$ cat src/pkg/ltcs_pkg.sv
// Constants, register map and state codes of the local time counter.
// Assumes a single counter clock of CLK_PERIOD_NS and a 32-bit bus.
package ltcs_pkg;
    // ************************************************************
    // Timing
    // ************************************************************
    localparam int CLK_PERIOD_NS = 10;
    localparam int US_NS         = 1000;
    localparam int US_CYC        = US_NS / CLK_PERIOD_NS;
    localparam int PULSE_US      = 1;
    localparam int WAIT_US       = 20;
    localparam int OCT_BITS      = 10;
    localparam int SEC_OCTETS    = 6;
    localparam int DATE_OCTETS   = 6;
    localparam int RSV_OCTETS    = 4;
    localparam int TOD_OCTETS    = SEC_OCTETS + DATE_OCTETS + RSV_OCTETS;
    localparam int SYNC_LAT      = 3;
    localparam logic [29:0] NS_PER_SEC = 30'h3B9ACA00;
    localparam logic [19:0] FS_PER_NS  = 20'hF4240;
    // ************************************************************
    // Register offsets
    // ************************************************************
    localparam logic [7:0] ADR_CTRL   = 8'h00;
    localparam logic [7:0] ADR_PERIOD = 8'h04;
    localparam logic [7:0] ADR_ERR    = 8'h08;
    localparam logic [7:0] ADR_DRIFT  = 8'h0C;
    localparam logic [7:0] ADR_LD_SH  = 8'h10;
    localparam logic [7:0] ADR_LD_SL  = 8'h14;
    localparam logic [7:0] ADR_LD_NS  = 8'h18;
    localparam logic [7:0] ADR_CP_SH  = 8'h1C;
    localparam logic [7:0] ADR_CP_SL  = 8'h20;
    localparam logic [7:0] ADR_CP_NS  = 8'h24;
    localparam logic [7:0] ADR_SER    = 8'h28;
    localparam logic [7:0] ADR_NOW_SL = 8'h2C;
    localparam logic [7:0] ADR_NOW_NS = 8'h30;
    localparam logic [7:0] ADR_STAT   = 8'h34;
    // ************************************************************
    // Field positions and codes
    // ************************************************************
    localparam int CTRL_LOAD  = 0;
    localparam int CTRL_SAVE  = 1;
    localparam int CTRL_OSREQ = 2;
    localparam int CTRL_OSDIR = 3;
    localparam int CTRL_CSEL  = 4;
    localparam int CTRL_HIACC = 6;
    localparam int ERR_DIR    = 31;
    localparam int DRIFT_CODE = 30;
    localparam int SER_ACLR   = 0;
    localparam int SER_IN     = 1;
    localparam int SER_OUT    = 2;
    localparam logic [1:0] DRIFT_ADD = 2'h1;
    localparam logic [1:0] DRIFT_SUB = 2'h2;
    // ************************************************************
    // Reset values and states
    // ************************************************************
    localparam logic [7:0] RST_PERIOD_NS = 8'h0A;
    localparam logic [1:0] RST_CLK_SEL   = 2'h0;
    typedef enum logic [1:0] {
        RX_HUNT = 2'b00, RX_GAP = 2'b01, RX_BIT = 2'b10, RX_DONE = 2'b11
    } ltcs_rx_t;
    typedef enum logic [1:0] {
        TX_IDLE = 2'b00, TX_PULSE = 2'b01, TX_WAIT = 2'b10, TX_OCT = 2'b11
    } ltcs_tx_t;
endpackage : ltcs_pkg

$ cat src/ltcs_top.sv
// Local time counter with strobe load/save and serial time of day.
// Assumes core_clk_i is the selected counter clock; the clock mux
// itself sits outside and is steered by counter_clock_select_o.
//
// Our own choices: the Wishbone slave port and the placing of the registers.
`timescale 1ns/1ns
module ltcs_top
    import ltcs_pkg::*;
#(
    parameter int LAT_CYC = SYNC_LAT
) (
    input  wire logic        core_clk_i,
    input  wire logic        arst_n_i,
    input  wire logic        wb_cyc_i,
    input  wire logic        wb_stb_i,
    input  wire logic        wb_we_i,
    input  wire logic [7:0]  wb_adr_i,
    input  wire logic [3:0]  wb_sel_i,
    input  wire logic [31:0] wb_dat_i,
    output logic      [31:0] wb_dat_o,
    output logic             wb_ack_o,
    input  wire logic        load_save_i,
    output logic             second_pulse_output_o,
    output logic      [1:0]  counter_clock_select_o
);
    // ************************************************************
    // State
    // ************************************************************
    typedef struct packed {
        logic [2:0]  pin_sync;
        logic        ack;
        logic [31:0] rdat;
        logic        load_en;
        logic        save_en;
        logic        os_req;
        logic        os_dir;
        logic        hiacc;
        logic [1:0]  clk_sel;
        logic [7:0]  per_ns;
        logic [19:0] err_fs;
        logic        err_dir;
        logic [29:0] roll_ns;
        logic [1:0]  drift_code;
        logic [15:0] ld_sh;
        logic [31:0] ld_sl;
        logic [29:0] ld_ns;
        logic [15:0] cp_sh;
        logic [31:0] cp_sl;
        logic [29:0] cp_ns;
        logic        auto_clr;
        logic        ser_in;
        logic        ser_out;
        logic [47:0] sec;
        logic [29:0] ns;
        logic [19:0] acc_fs;
        logic [29:0] drift_ns;
        logic        drift_hit;
        ltcs_rx_t    rx_st;
        logic [11:0] rx_tmr;
        logic [3:0]  rx_bit;
        logic [3:0]  rx_oct;
        logic [7:0]  rx_sh;
        logic [47:0] rx_sec;
        logic [29:0] rx_el;
        ltcs_tx_t    tx_st;
        logic [11:0] tx_tmr;
        logic [4:0]  tx_us;
        logic [3:0]  tx_bit;
        logic [3:0]  tx_oct;
        logic [47:0] tx_sec;
        logic        second_pulse_output;
    } ltcs_state_t;

    localparam int A_PULSE = US_CYC * PULSE_US;

    ltcs_state_t        q;
    ltcs_state_t        d;
    logic               wr;
    logic [7:0]         adr;
    logic [31:0]        m;
    logic               line;
    logic               edge_up;
    logic               edge_dn;
    logic               us_tick;
    logic               ld_any;
    logic signed [11:0] a_err;
    logic signed [11:0] a_drift;
    logic signed [11:0] a_os;
    logic signed [11:0] inc;
    logic [20:0]        acc_sum;
    logic [30:0]        ns_sum;
    logic [30:0]        d_sum;
    logic [29:0]        lat;
    logic [7:0]         tx_byte;

    // Refuse latencies the compensation cannot represent
    if (LAT_CYC < 1 || LAT_CYC > 7) begin : g_chk
        $error("LAT_CYC out of range");
    end

    // Byte-lane merge for Wishbone writes
    function automatic logic [31:0] merge(input logic [31:0] o,
                                          input logic [31:0] n,
                                          input logic [3:0]  s);
        logic [31:0] r;
        r = o;
        for (int i = 0; i < 4; i++) begin
            if (s[i]) begin
                r[8*i +: 8] = n[8*i +: 8];
            end
        end
        return r;
    endfunction : merge

    // Fold a nanosecond value back into one second
    function automatic logic [29:0] ns_wrap(input logic [30:0] v);
        if (v >= {1'b0, NS_PER_SEC}) begin
            return 30'(v - {1'b0, NS_PER_SEC});
        end
        return v[29:0];
    endfunction : ns_wrap

    // ************************************************************
    // Next-state logic
    // ************************************************************
    always_comb begin
        d       = q;
        adr     = {wb_adr_i[7:2], 2'b00};
        m       = 32'h0000_0000;
        line    = q.pin_sync[1];
        edge_up = q.pin_sync[1] & ~q.pin_sync[2];
        edge_dn = ~q.pin_sync[1] & q.pin_sync[2];
        ld_any  = 1'b0;
        lat     = 30'({22'h0, q.per_ns} * LAT_CYC);
        tx_byte = 8'h00;
        // Second and third flops feed the detector; the first never does
        d.pin_sync = {q.pin_sync[1:0], load_save_i};

        // Error accumulator, direction zero takes a nanosecond away
        acc_sum = {1'b0, q.acc_fs} + {1'b0, q.err_fs};
        a_err   = 12'sh000;
        d.acc_fs = acc_sum[19:0];
        if (acc_sum >= {1'b0, FS_PER_NS}) begin
            d.acc_fs = 20'(acc_sum - {1'b0, FS_PER_NS});
            a_err = q.err_dir ? 12'sh001 : -12'sh001;
        end
        // Drift correction on the step after rollover
        a_drift = 12'sh000;
        if (q.drift_hit && q.drift_code == DRIFT_ADD) begin
            a_drift = 12'sh001;
        end else if (q.drift_hit && q.drift_code == DRIFT_SUB) begin
            a_drift = -12'sh001;
        end
        // One-shot request is a self-clearing pulse
        a_os = 12'sh000;
        if (q.os_req) begin
            a_os = q.os_dir ? 12'sh001 : -12'sh001;
        end
        d.os_req = 1'b0;
        inc = $signed({4'h0, q.per_ns}) + a_err + a_drift + a_os;

        // Time step with second carry
        ns_sum = 31'({1'b0, q.ns}) + 31'(inc);
        d.ns   = ns_wrap(ns_sum);
        if (ns_sum >= {1'b0, NS_PER_SEC}) begin
            d.sec = q.sec + 48'h1;
        end
        // Drift counter follows the same sequence
        d_sum = 31'({1'b0, q.drift_ns}) + 31'(inc);
        d.drift_hit = 1'b0;
        d.drift_ns  = d_sum[29:0];
        if (q.roll_ns != 30'h0 && d_sum >= {1'b0, q.roll_ns}) begin
            d.drift_hit = 1'b1;
            d.drift_ns  = 30'h0;
        end

        // Strobe load; every enabled channel sees the same edge
        if (edge_up && q.load_en && !q.ser_in) begin
            ld_any = 1'b1;
            d.sec  = {q.ld_sh, q.ld_sl};
            d.ns   = q.hiacc ? ns_wrap({1'b0, q.ld_ns} + {1'b0, lat})
                             : q.ld_ns;
        end
        // Serial load: seconds of the pulse plus elapsed time
        if (q.rx_st == RX_DONE && q.load_en && q.ser_in) begin
            ld_any = 1'b1;
            d.sec  = q.rx_sec;
            d.ns   = ns_wrap({1'b0, q.rx_el});
        end
        // Save captures the value before this cycle's update
        if (edge_up && q.save_en) begin
            {d.cp_sh, d.cp_sl} = q.sec;
            d.cp_ns = q.ns;
            if (q.hiacc && q.ns >= lat) begin
                d.cp_ns = q.ns - lat;
            end else if (q.hiacc) begin
                d.cp_ns = 30'({1'b0, q.ns} + {1'b0, NS_PER_SEC} - {1'b0, lat});
                {d.cp_sh, d.cp_sl} = q.sec - 48'h1;
            end
            if (q.auto_clr) begin
                d.save_en = 1'b0;
            end
        end

        // ********************************************************
        // Serial receiver
        // ********************************************************
        if (q.rx_st != RX_HUNT) begin
            d.rx_el = q.rx_el + {22'h0, q.per_ns};
        end
        unique case (q.rx_st)
            RX_HUNT: begin
                // End of the pulse marks a frame; its rise was 1 us ago
                if (edge_dn && q.ser_in) begin
                    d.rx_st  = RX_GAP;
                    d.rx_el  = 30'(PULSE_US * US_NS);
                    d.rx_oct = 4'h0;
                end
            end
            RX_GAP: begin
                if (edge_up) begin
                    d.rx_st  = RX_BIT;
                    d.rx_bit = 4'h0;
                    d.rx_tmr = 12'(US_CYC / 2);
                end
            end
            RX_BIT: begin
                d.rx_tmr = q.rx_tmr - 12'h001;
                if (q.rx_tmr == 12'h000) begin
                    d.rx_tmr = 12'(US_CYC - 1);
                    d.rx_bit = q.rx_bit + 4'h1;
                    if (q.rx_bit == 4'h0 && !line) begin
                        d.rx_st = RX_HUNT;
                    end else if (q.rx_bit == 4'(OCT_BITS - 1)) begin
                        d.rx_st  = line ? RX_HUNT : RX_GAP;
                        d.rx_oct = q.rx_oct + 4'h1;
                        if (q.rx_oct < 4'(SEC_OCTETS)) begin
                            d.rx_sec = {q.rx_sec[39:0], q.rx_sh};
                        end
                        if (!line && q.rx_oct == 4'(TOD_OCTETS - 1)) begin
                            d.rx_st = RX_DONE;
                        end
                    end else if (q.rx_bit != 4'h0) begin
                        d.rx_sh = {line, q.rx_sh[7:1]};
                    end
                end
            end
            RX_DONE: begin
                d.rx_st = RX_HUNT;
            end
        endcase
        if (!q.ser_in) begin
            d.rx_st = RX_HUNT;
        end

        // ********************************************************
        // Pulse and serial transmitter
        // ********************************************************
        us_tick  = (q.tx_tmr == 12'h000);
        d.tx_tmr = us_tick ? 12'(US_CYC - 1) : q.tx_tmr - 12'h001;
        if (q.tx_oct < 4'(SEC_OCTETS)) begin
            tx_byte = q.tx_sec[8*(SEC_OCTETS-1-int'(q.tx_oct)) +: 8];
        end
        unique case (q.tx_st)
            TX_IDLE: begin
                d.second_pulse_output = q.ser_out & q.second_pulse_output;
            end
            TX_PULSE: begin
                if (us_tick) begin
                    d.second_pulse_output   = 1'b0;
                    d.tx_us = 5'h0;
                    d.tx_st = q.ser_out ? TX_WAIT : TX_IDLE;
                end
            end
            TX_WAIT: begin
                if (us_tick) begin
                    d.tx_us = q.tx_us + 5'h1;
                end
                if (us_tick && q.tx_us == 5'(WAIT_US - 1)) begin
                    d.tx_st  = TX_OCT;
                    d.tx_bit = 4'h0;
                    d.tx_oct = 4'h0;
                    d.second_pulse_output    = 1'b1;
                end
            end
            TX_OCT: begin
                if (us_tick) begin
                    d.tx_bit = q.tx_bit + 4'h1;
                    if (q.tx_bit == 4'(OCT_BITS - 2)) begin
                        d.second_pulse_output = 1'b0;
                    end else if (q.tx_bit == 4'(OCT_BITS - 1)) begin
                        d.tx_bit = 4'h0;
                        d.tx_oct = q.tx_oct + 4'h1;
                        d.second_pulse_output    = 1'b1;
                        if (q.tx_oct == 4'(TOD_OCTETS - 1)) begin
                            d.tx_st = TX_IDLE;
                        end
                    end else begin
                        d.second_pulse_output = tx_byte[q.tx_bit[2:0]];
                    end
                end
            end
        endcase
        // Second boundary starts a new frame with the new second
        if (ns_sum >= {1'b0, NS_PER_SEC} && !ld_any) begin
            d.tx_st  = TX_PULSE;
            d.tx_tmr = 12'(A_PULSE - 1);
            d.tx_sec = d.sec;
            d.second_pulse_output    = 1'b1;
        end

        // ********************************************************
        // Wishbone slave, one wait state, bus write beats auto-clear
        // ********************************************************
        d.ack = wb_cyc_i & wb_stb_i & ~q.ack;
        wr    = d.ack & wb_we_i;
        unique case (adr)
            ADR_CTRL: begin
                m = 32'h0;
                m[CTRL_LOAD]  = q.load_en;
                m[CTRL_SAVE]  = q.save_en;
                m[CTRL_OSDIR] = q.os_dir;
                m[CTRL_CSEL +: 2] = q.clk_sel;
                m[CTRL_HIACC] = q.hiacc;
            end
            ADR_PERIOD: m = {24'h0, q.per_ns};
            ADR_ERR:    m = {q.err_dir, 11'h0, q.err_fs};
            ADR_DRIFT:  m = {q.drift_code, q.roll_ns};
            ADR_LD_SH:  m = {16'h0, q.ld_sh};
            ADR_LD_SL:  m = q.ld_sl;
            ADR_LD_NS:  m = {2'h0, q.ld_ns};
            ADR_CP_SH:  m = {16'h0, q.cp_sh};
            ADR_CP_SL:  m = q.cp_sl;
            ADR_CP_NS:  m = {2'h0, q.cp_ns};
            ADR_SER:    m = {29'h0, q.ser_out, q.ser_in, q.auto_clr};
            ADR_NOW_SL: m = q.sec[31:0];
            ADR_NOW_NS: m = {2'h0, q.ns};
            ADR_STAT:   m = {24'h0, q.tx_st, q.rx_st, q.rx_oct};
            default:    m = 32'h0;
        endcase
        d.rdat = d.ack ? m : q.rdat;
        m = merge(m, wb_dat_i, wb_sel_i);
        if (wr) begin
            unique case (adr)
                ADR_CTRL: begin
                    d.load_en = m[CTRL_LOAD];
                    d.save_en = m[CTRL_SAVE];
                    d.os_req  = m[CTRL_OSREQ];
                    d.os_dir  = m[CTRL_OSDIR];
                    d.clk_sel = m[CTRL_CSEL +: 2];
                    d.hiacc   = m[CTRL_HIACC];
                end
                ADR_PERIOD: d.per_ns = m[7:0];
                ADR_ERR: begin
                    d.err_fs  = m[19:0];
                    d.err_dir = m[ERR_DIR];
                end
                ADR_DRIFT: begin
                    d.roll_ns    = m[29:0];
                    d.drift_code = m[DRIFT_CODE +: 2];
                end
                ADR_LD_SH: d.ld_sh = m[15:0];
                ADR_LD_SL: d.ld_sl = m;
                ADR_LD_NS: d.ld_ns = m[29:0];
                ADR_SER: begin
                    d.auto_clr = m[SER_ACLR];
                    d.ser_in   = m[SER_IN];
                    d.ser_out  = m[SER_OUT];
                end
                default: ;
            endcase
        end
    end

    // ************************************************************
    // State register
    // ************************************************************
    always_ff @(posedge core_clk_i or negedge arst_n_i) begin
        if (!arst_n_i) begin
            q        <= '0;
            q.per_ns <= RST_PERIOD_NS;
            q.clk_sel <= RST_CLK_SEL;
            q.rx_st  <= RX_HUNT;
            q.tx_st  <= TX_IDLE;
        end else begin
            q <= d;
        end
    end

    assign wb_dat_o               = q.rdat;
    assign wb_ack_o               = q.ack;
    assign second_pulse_output_o  = q.second_pulse_output;
    assign counter_clock_select_o = q.clk_sel;
endmodule : ltcs_top

$ cat config.mk
export PLATFORM = sky130hd
export DESIGN_NAME = ltcs_top
export DESIGN_NICKNAME = d
export VERILOG_FILES = /design/src/pkg/ltcs_pkg.sv /design/src/ltcs_top.sv
export SDC_FILE = /design/constraint.sdc
export NUM_CORES = 2
export LEC_CHECK = 0
export BUFFER_PORTS_ARGS = -buffer_cell sky130_fd_sc_hd__clkbuf_2
export CAP_MARGIN = 10
export CORE_MARGIN = 4
export CORE_UTILIZATION = 45
export CTS_CLUSTER_DIAMETER = 150
export DETAILED_ROUTE_END_ITERATION = 8
export PLACE_DENSITY = 0.73
export SYNTH_ARGS = -nofsm -noshare
export SYNTH_HDL_FRONTEND = slang
export SYNTH_SLANG_ARGS = --single-unit
$ cat constraint.sdc
create_clock -name core_clk_i -period 14.2 [get_ports core_clk_i]
set_input_delay 0.71 -clock core_clk_i [delete_from_list [all_inputs] [get_ports core_clk_i]]
set_output_delay 0.71 -clock core_clk_i [all_outputs]
set_load 0.05 [all_outputs]
==> summary.txt <==
Outcome
  • Run status: complete, no violations

Floorplan
  • Vert. Die Dim: 300 µm
  • Core area: 0.0842 mm²
  • Die area: 0.0902 mm²
  • Die Wd: 300 µm
  • Row count: 106
  • Ports: 86
  • Initial core utilization: 0.456

Drt
  • Remaining routing DRC violations: 0
  • Routed WL per cell: 22.7 µm
  • Routed Wire Length: 124000 µm
  • ANT nets after route: 0
  • Vias: 33200
  • Vias per cell: 6.11
  • Initial drt markers: 3895
  • DRT Pass-1 Iters: 9

Timing
  • Max Fclk: 74.5 MHz
  • Unrepaired setup endpoints after global routing: no
  • Clock Skews: 0.0227 ns
  • Slew @ Worst Pin: 1.19 ns
  • Max_slew headroom: 0.206
  • Final Critical Period: 13.42 ns
  • Final period utilization: 0.945
  • Final setup violating endpoints: 0
  • Fin. max-slew vios: 0
  • Hold Fails Final Rpt: 0
  • Setup TNS: 0 ns

Clock network
  • Num CTS Buffers: 69
  • CTS tree: built
  • Hold Buf Count CTS: 0
  • Sink Count: 576
  • Post-CTS Setup Inserts: 0
  • Clk buf depth: 3
  • Clock Latency Late Sink: 0.63 ns
  • Post-CTS resize count: 0
  • H-tree lvl count: 3
  • Clk slew on worst S/H paths: 0.06 ns
  • Root buffer cell: clkbuf_16

GRT
  • Gr ovfl total: 0
  • GRT Total Usage: 0.269
  • First-pass GRT wire length: 189000 µm
  • Vias in the first global route: 32200
  • Pin count of the biggest net entering global routing: 169
  • Initial antenna violation count: 3

Synthesis
  • Syn_area_per_cell: 8.94 µm²
  • Post-Synth XOR/XNOR Area: 0.0751
  • Post-Synth Adder-Cell Area: 0.0872
  • Post-synth ARST share: 1.00
  • Mux cell area share after synthesis: 0.0486
  • Simple-Gate Fraction of Synth Area: 0.165
  • Syn nets: 4604
  • Mapped Cells: 4301
  • Synthesized area: 0.0384 mm²
  • Synth Flop Type: dfrtp_1
  • Cell variety after synth: 88
  • Post-synth EDFFs: 0
  • #FFs+latches synth: 576
  • Compound-Gate Fraction of Synth Area: 0.201
  • YS warnings: 0
  • Sequential share of the synthesized area: 0.375
  • Main combinational cell family by area after synthesis: compound AO/OA/AOI/OAI gates

Final layout
  • # fillers: 7666
  • Fin area: 0.0421 mm²
  • Final net count: 4553
  • Layout area overhead: 9.49%
  • Layout cell share with drive strength beyond 1: 0.107

Place
  • RD Place Congestion: 0.945
  • HPWL after DPL: 92800 µm
  • Port bufs: 83
  • Placed Area: 0.0397 mm²

Critical path
  • Crit path largest cell delay: 0.50 ns
  • Critical path arrival: 13.93 ns
  • Startpoint Class: register
  • WS Path Type: reg -> reg
  • Slowest-stage cell, CP: fa_1
  • CP Capture Type: register
  • Critical path required time: 14.71 ns
  • Crit path max fanout: 16
  • CP most frequent cell: a21oi_1

Power and ir drop
  • Pleak: 18.7 nW
  • Pwr dens: 161 mW/mm²
  • Max VDD drop: 0.103 mV

Run
  • Max cap viols: 0

Hold path
  • Worst hold path class: in -> async
-- state kept, by name (all words and copies together), names as in the netlist --
name                    flops
q                         538
wb_dat_o                   32
counter_clock_select_o      2
d                           2
second_pulse_output_o       1
wb_ack_o                    1
-- synthesized netlist by cell type (38+ instances only) --
library cell / count / area [µm²]
and3_1: 52 / 325
o21ai_0: 438 / 2190
xnor2_1: 196 / 1720
nor3_1: 78 / 390
a22oi_1: 88 / 661
a21oi_1: 185 / 926
nand3_1: 111 / 556
buf_4: 38 / 285
a21o_1: 65 / 488
nand2_1: 518 / 1940
and2_1: 49 / 307
nor2_1: 288 / 1080
mux2_2: 122 / 1370
xor2_1: 130 / 1140
a222oi_1: 51 / 510
dfrtp_1: 574 / 14400
inv_1: 182 / 683
clkbuf_1: 194 / 728
mux2i_1: 38 / 380
ha_1: 228 / 2850
nand4_1: 48 / 300
-- where the power goes --
group	internal, mW	switching (mW)
sequential	1.86	0.286
combinational	1.08	1.64
clock	1.12	0.770
total	4.06	2.70
-- worst max-delay path, delay by kind of cell, from the launching register on --
kind	cells	cell delay [ns]
xor gates and xnor gates	3	0.66
DFF	1	0.42
buffers and inverters	8	1.49
AOI/OAI and AO/OA	23	4.79
and+or+nand+nor	13	3.15
adders and majority gates	8	2.72
-- kinds of logic (layout without fill, tap and decap cells) --
group / Yosys count / count (layout)
and+or+nand+nor: 1349 / 1349
AOI/OAI and AO/OA: 1184 / 1184
DFF: 576 / 576
buffers and inverters: 446 / 449
xor gates and xnor gates: 328 / 328
adders and majority gates: 253 / 253
muxes: 165 / 165
other: 0 / 1
-- cell type report --
class,count,area [µm²],share of cell area
antenna,1,2.50,0.0000594
clock buffer,91,1970,0.0468
clock inverter,34,448,0.0106
inverter,185,694,0.0165
multi-input combinational,3279,22300,0.529
sequential,576,14400,0.343
tap,1134,1420,0.0337
timing repair buffer,139,871,0.0207
-- layout by cell type (no fill, tap or decap), types with 32 or more instances in the layout --
master / n
nor4_1: 35
clkbuf_2: 82
a222oi_1: 51
xor2_1: 129
mux2_2: 122
nor3_1: 76
a22oi_1: 88
and3_1: 52
clkbuf_16: 71
a211oi_1: 32
nand2_1: 514
xnor2_1: 196
ha_1: 228
a21oi_1: 185
dfrtp_1: 573
a21o_1: 65
nor2_1: 281
mux2i_1: 38
buf_4: 54
inv_1: 182
and2_1: 49
nand4_1: 48
o21ai_0: 438
o21a_1: 34
nand3_1: 111
-- per-layer routing --
layer  wire [µm]  up-vias  track usage  part of all wire
met3       11800      367       0.0591             0.095
met5          17        -            0           0.00014
met2       55500     1532        0.425              0.45
li1            -    15300            -                 -
met4        7110        2        0.137             0.058
met1       49200    16000        0.348              0.40
-- through the flow --
step                      power (mW)  std cells  setup WS [ns]  hold WS, ns  utilization
final                           6.76       5439          0.785        0.152        0.500
after global routing            7.16       5439          0.112        0.156        0.500
after CTS                       6.74       5438          0.970        0.147        0.500
after detailed placement        4.84       5313           1.05        0.376        0.471
after global placement          4.77       5313           1.28        0.365        0.471
after floorplan                 4.10       4301           2.03        0.331            -
-- worst paths after layout --
kind,start,endpoint,slack (ns),cells after the start
setup / recovery,q[505],q[202],0.78,55
hold / removal,arst_n_i,q[69],0.15,1
setup reg to reg,q[505],q[202],0.78,55
hold reg to reg,d[574],d[575],0.41,0
max in group asynchronous,arst_n_i,q[535],12.43,2
min in group core_clk_i,load_save_i,d[574],0.18,1
Note: power is estimated with default switching activity, not from simulation.
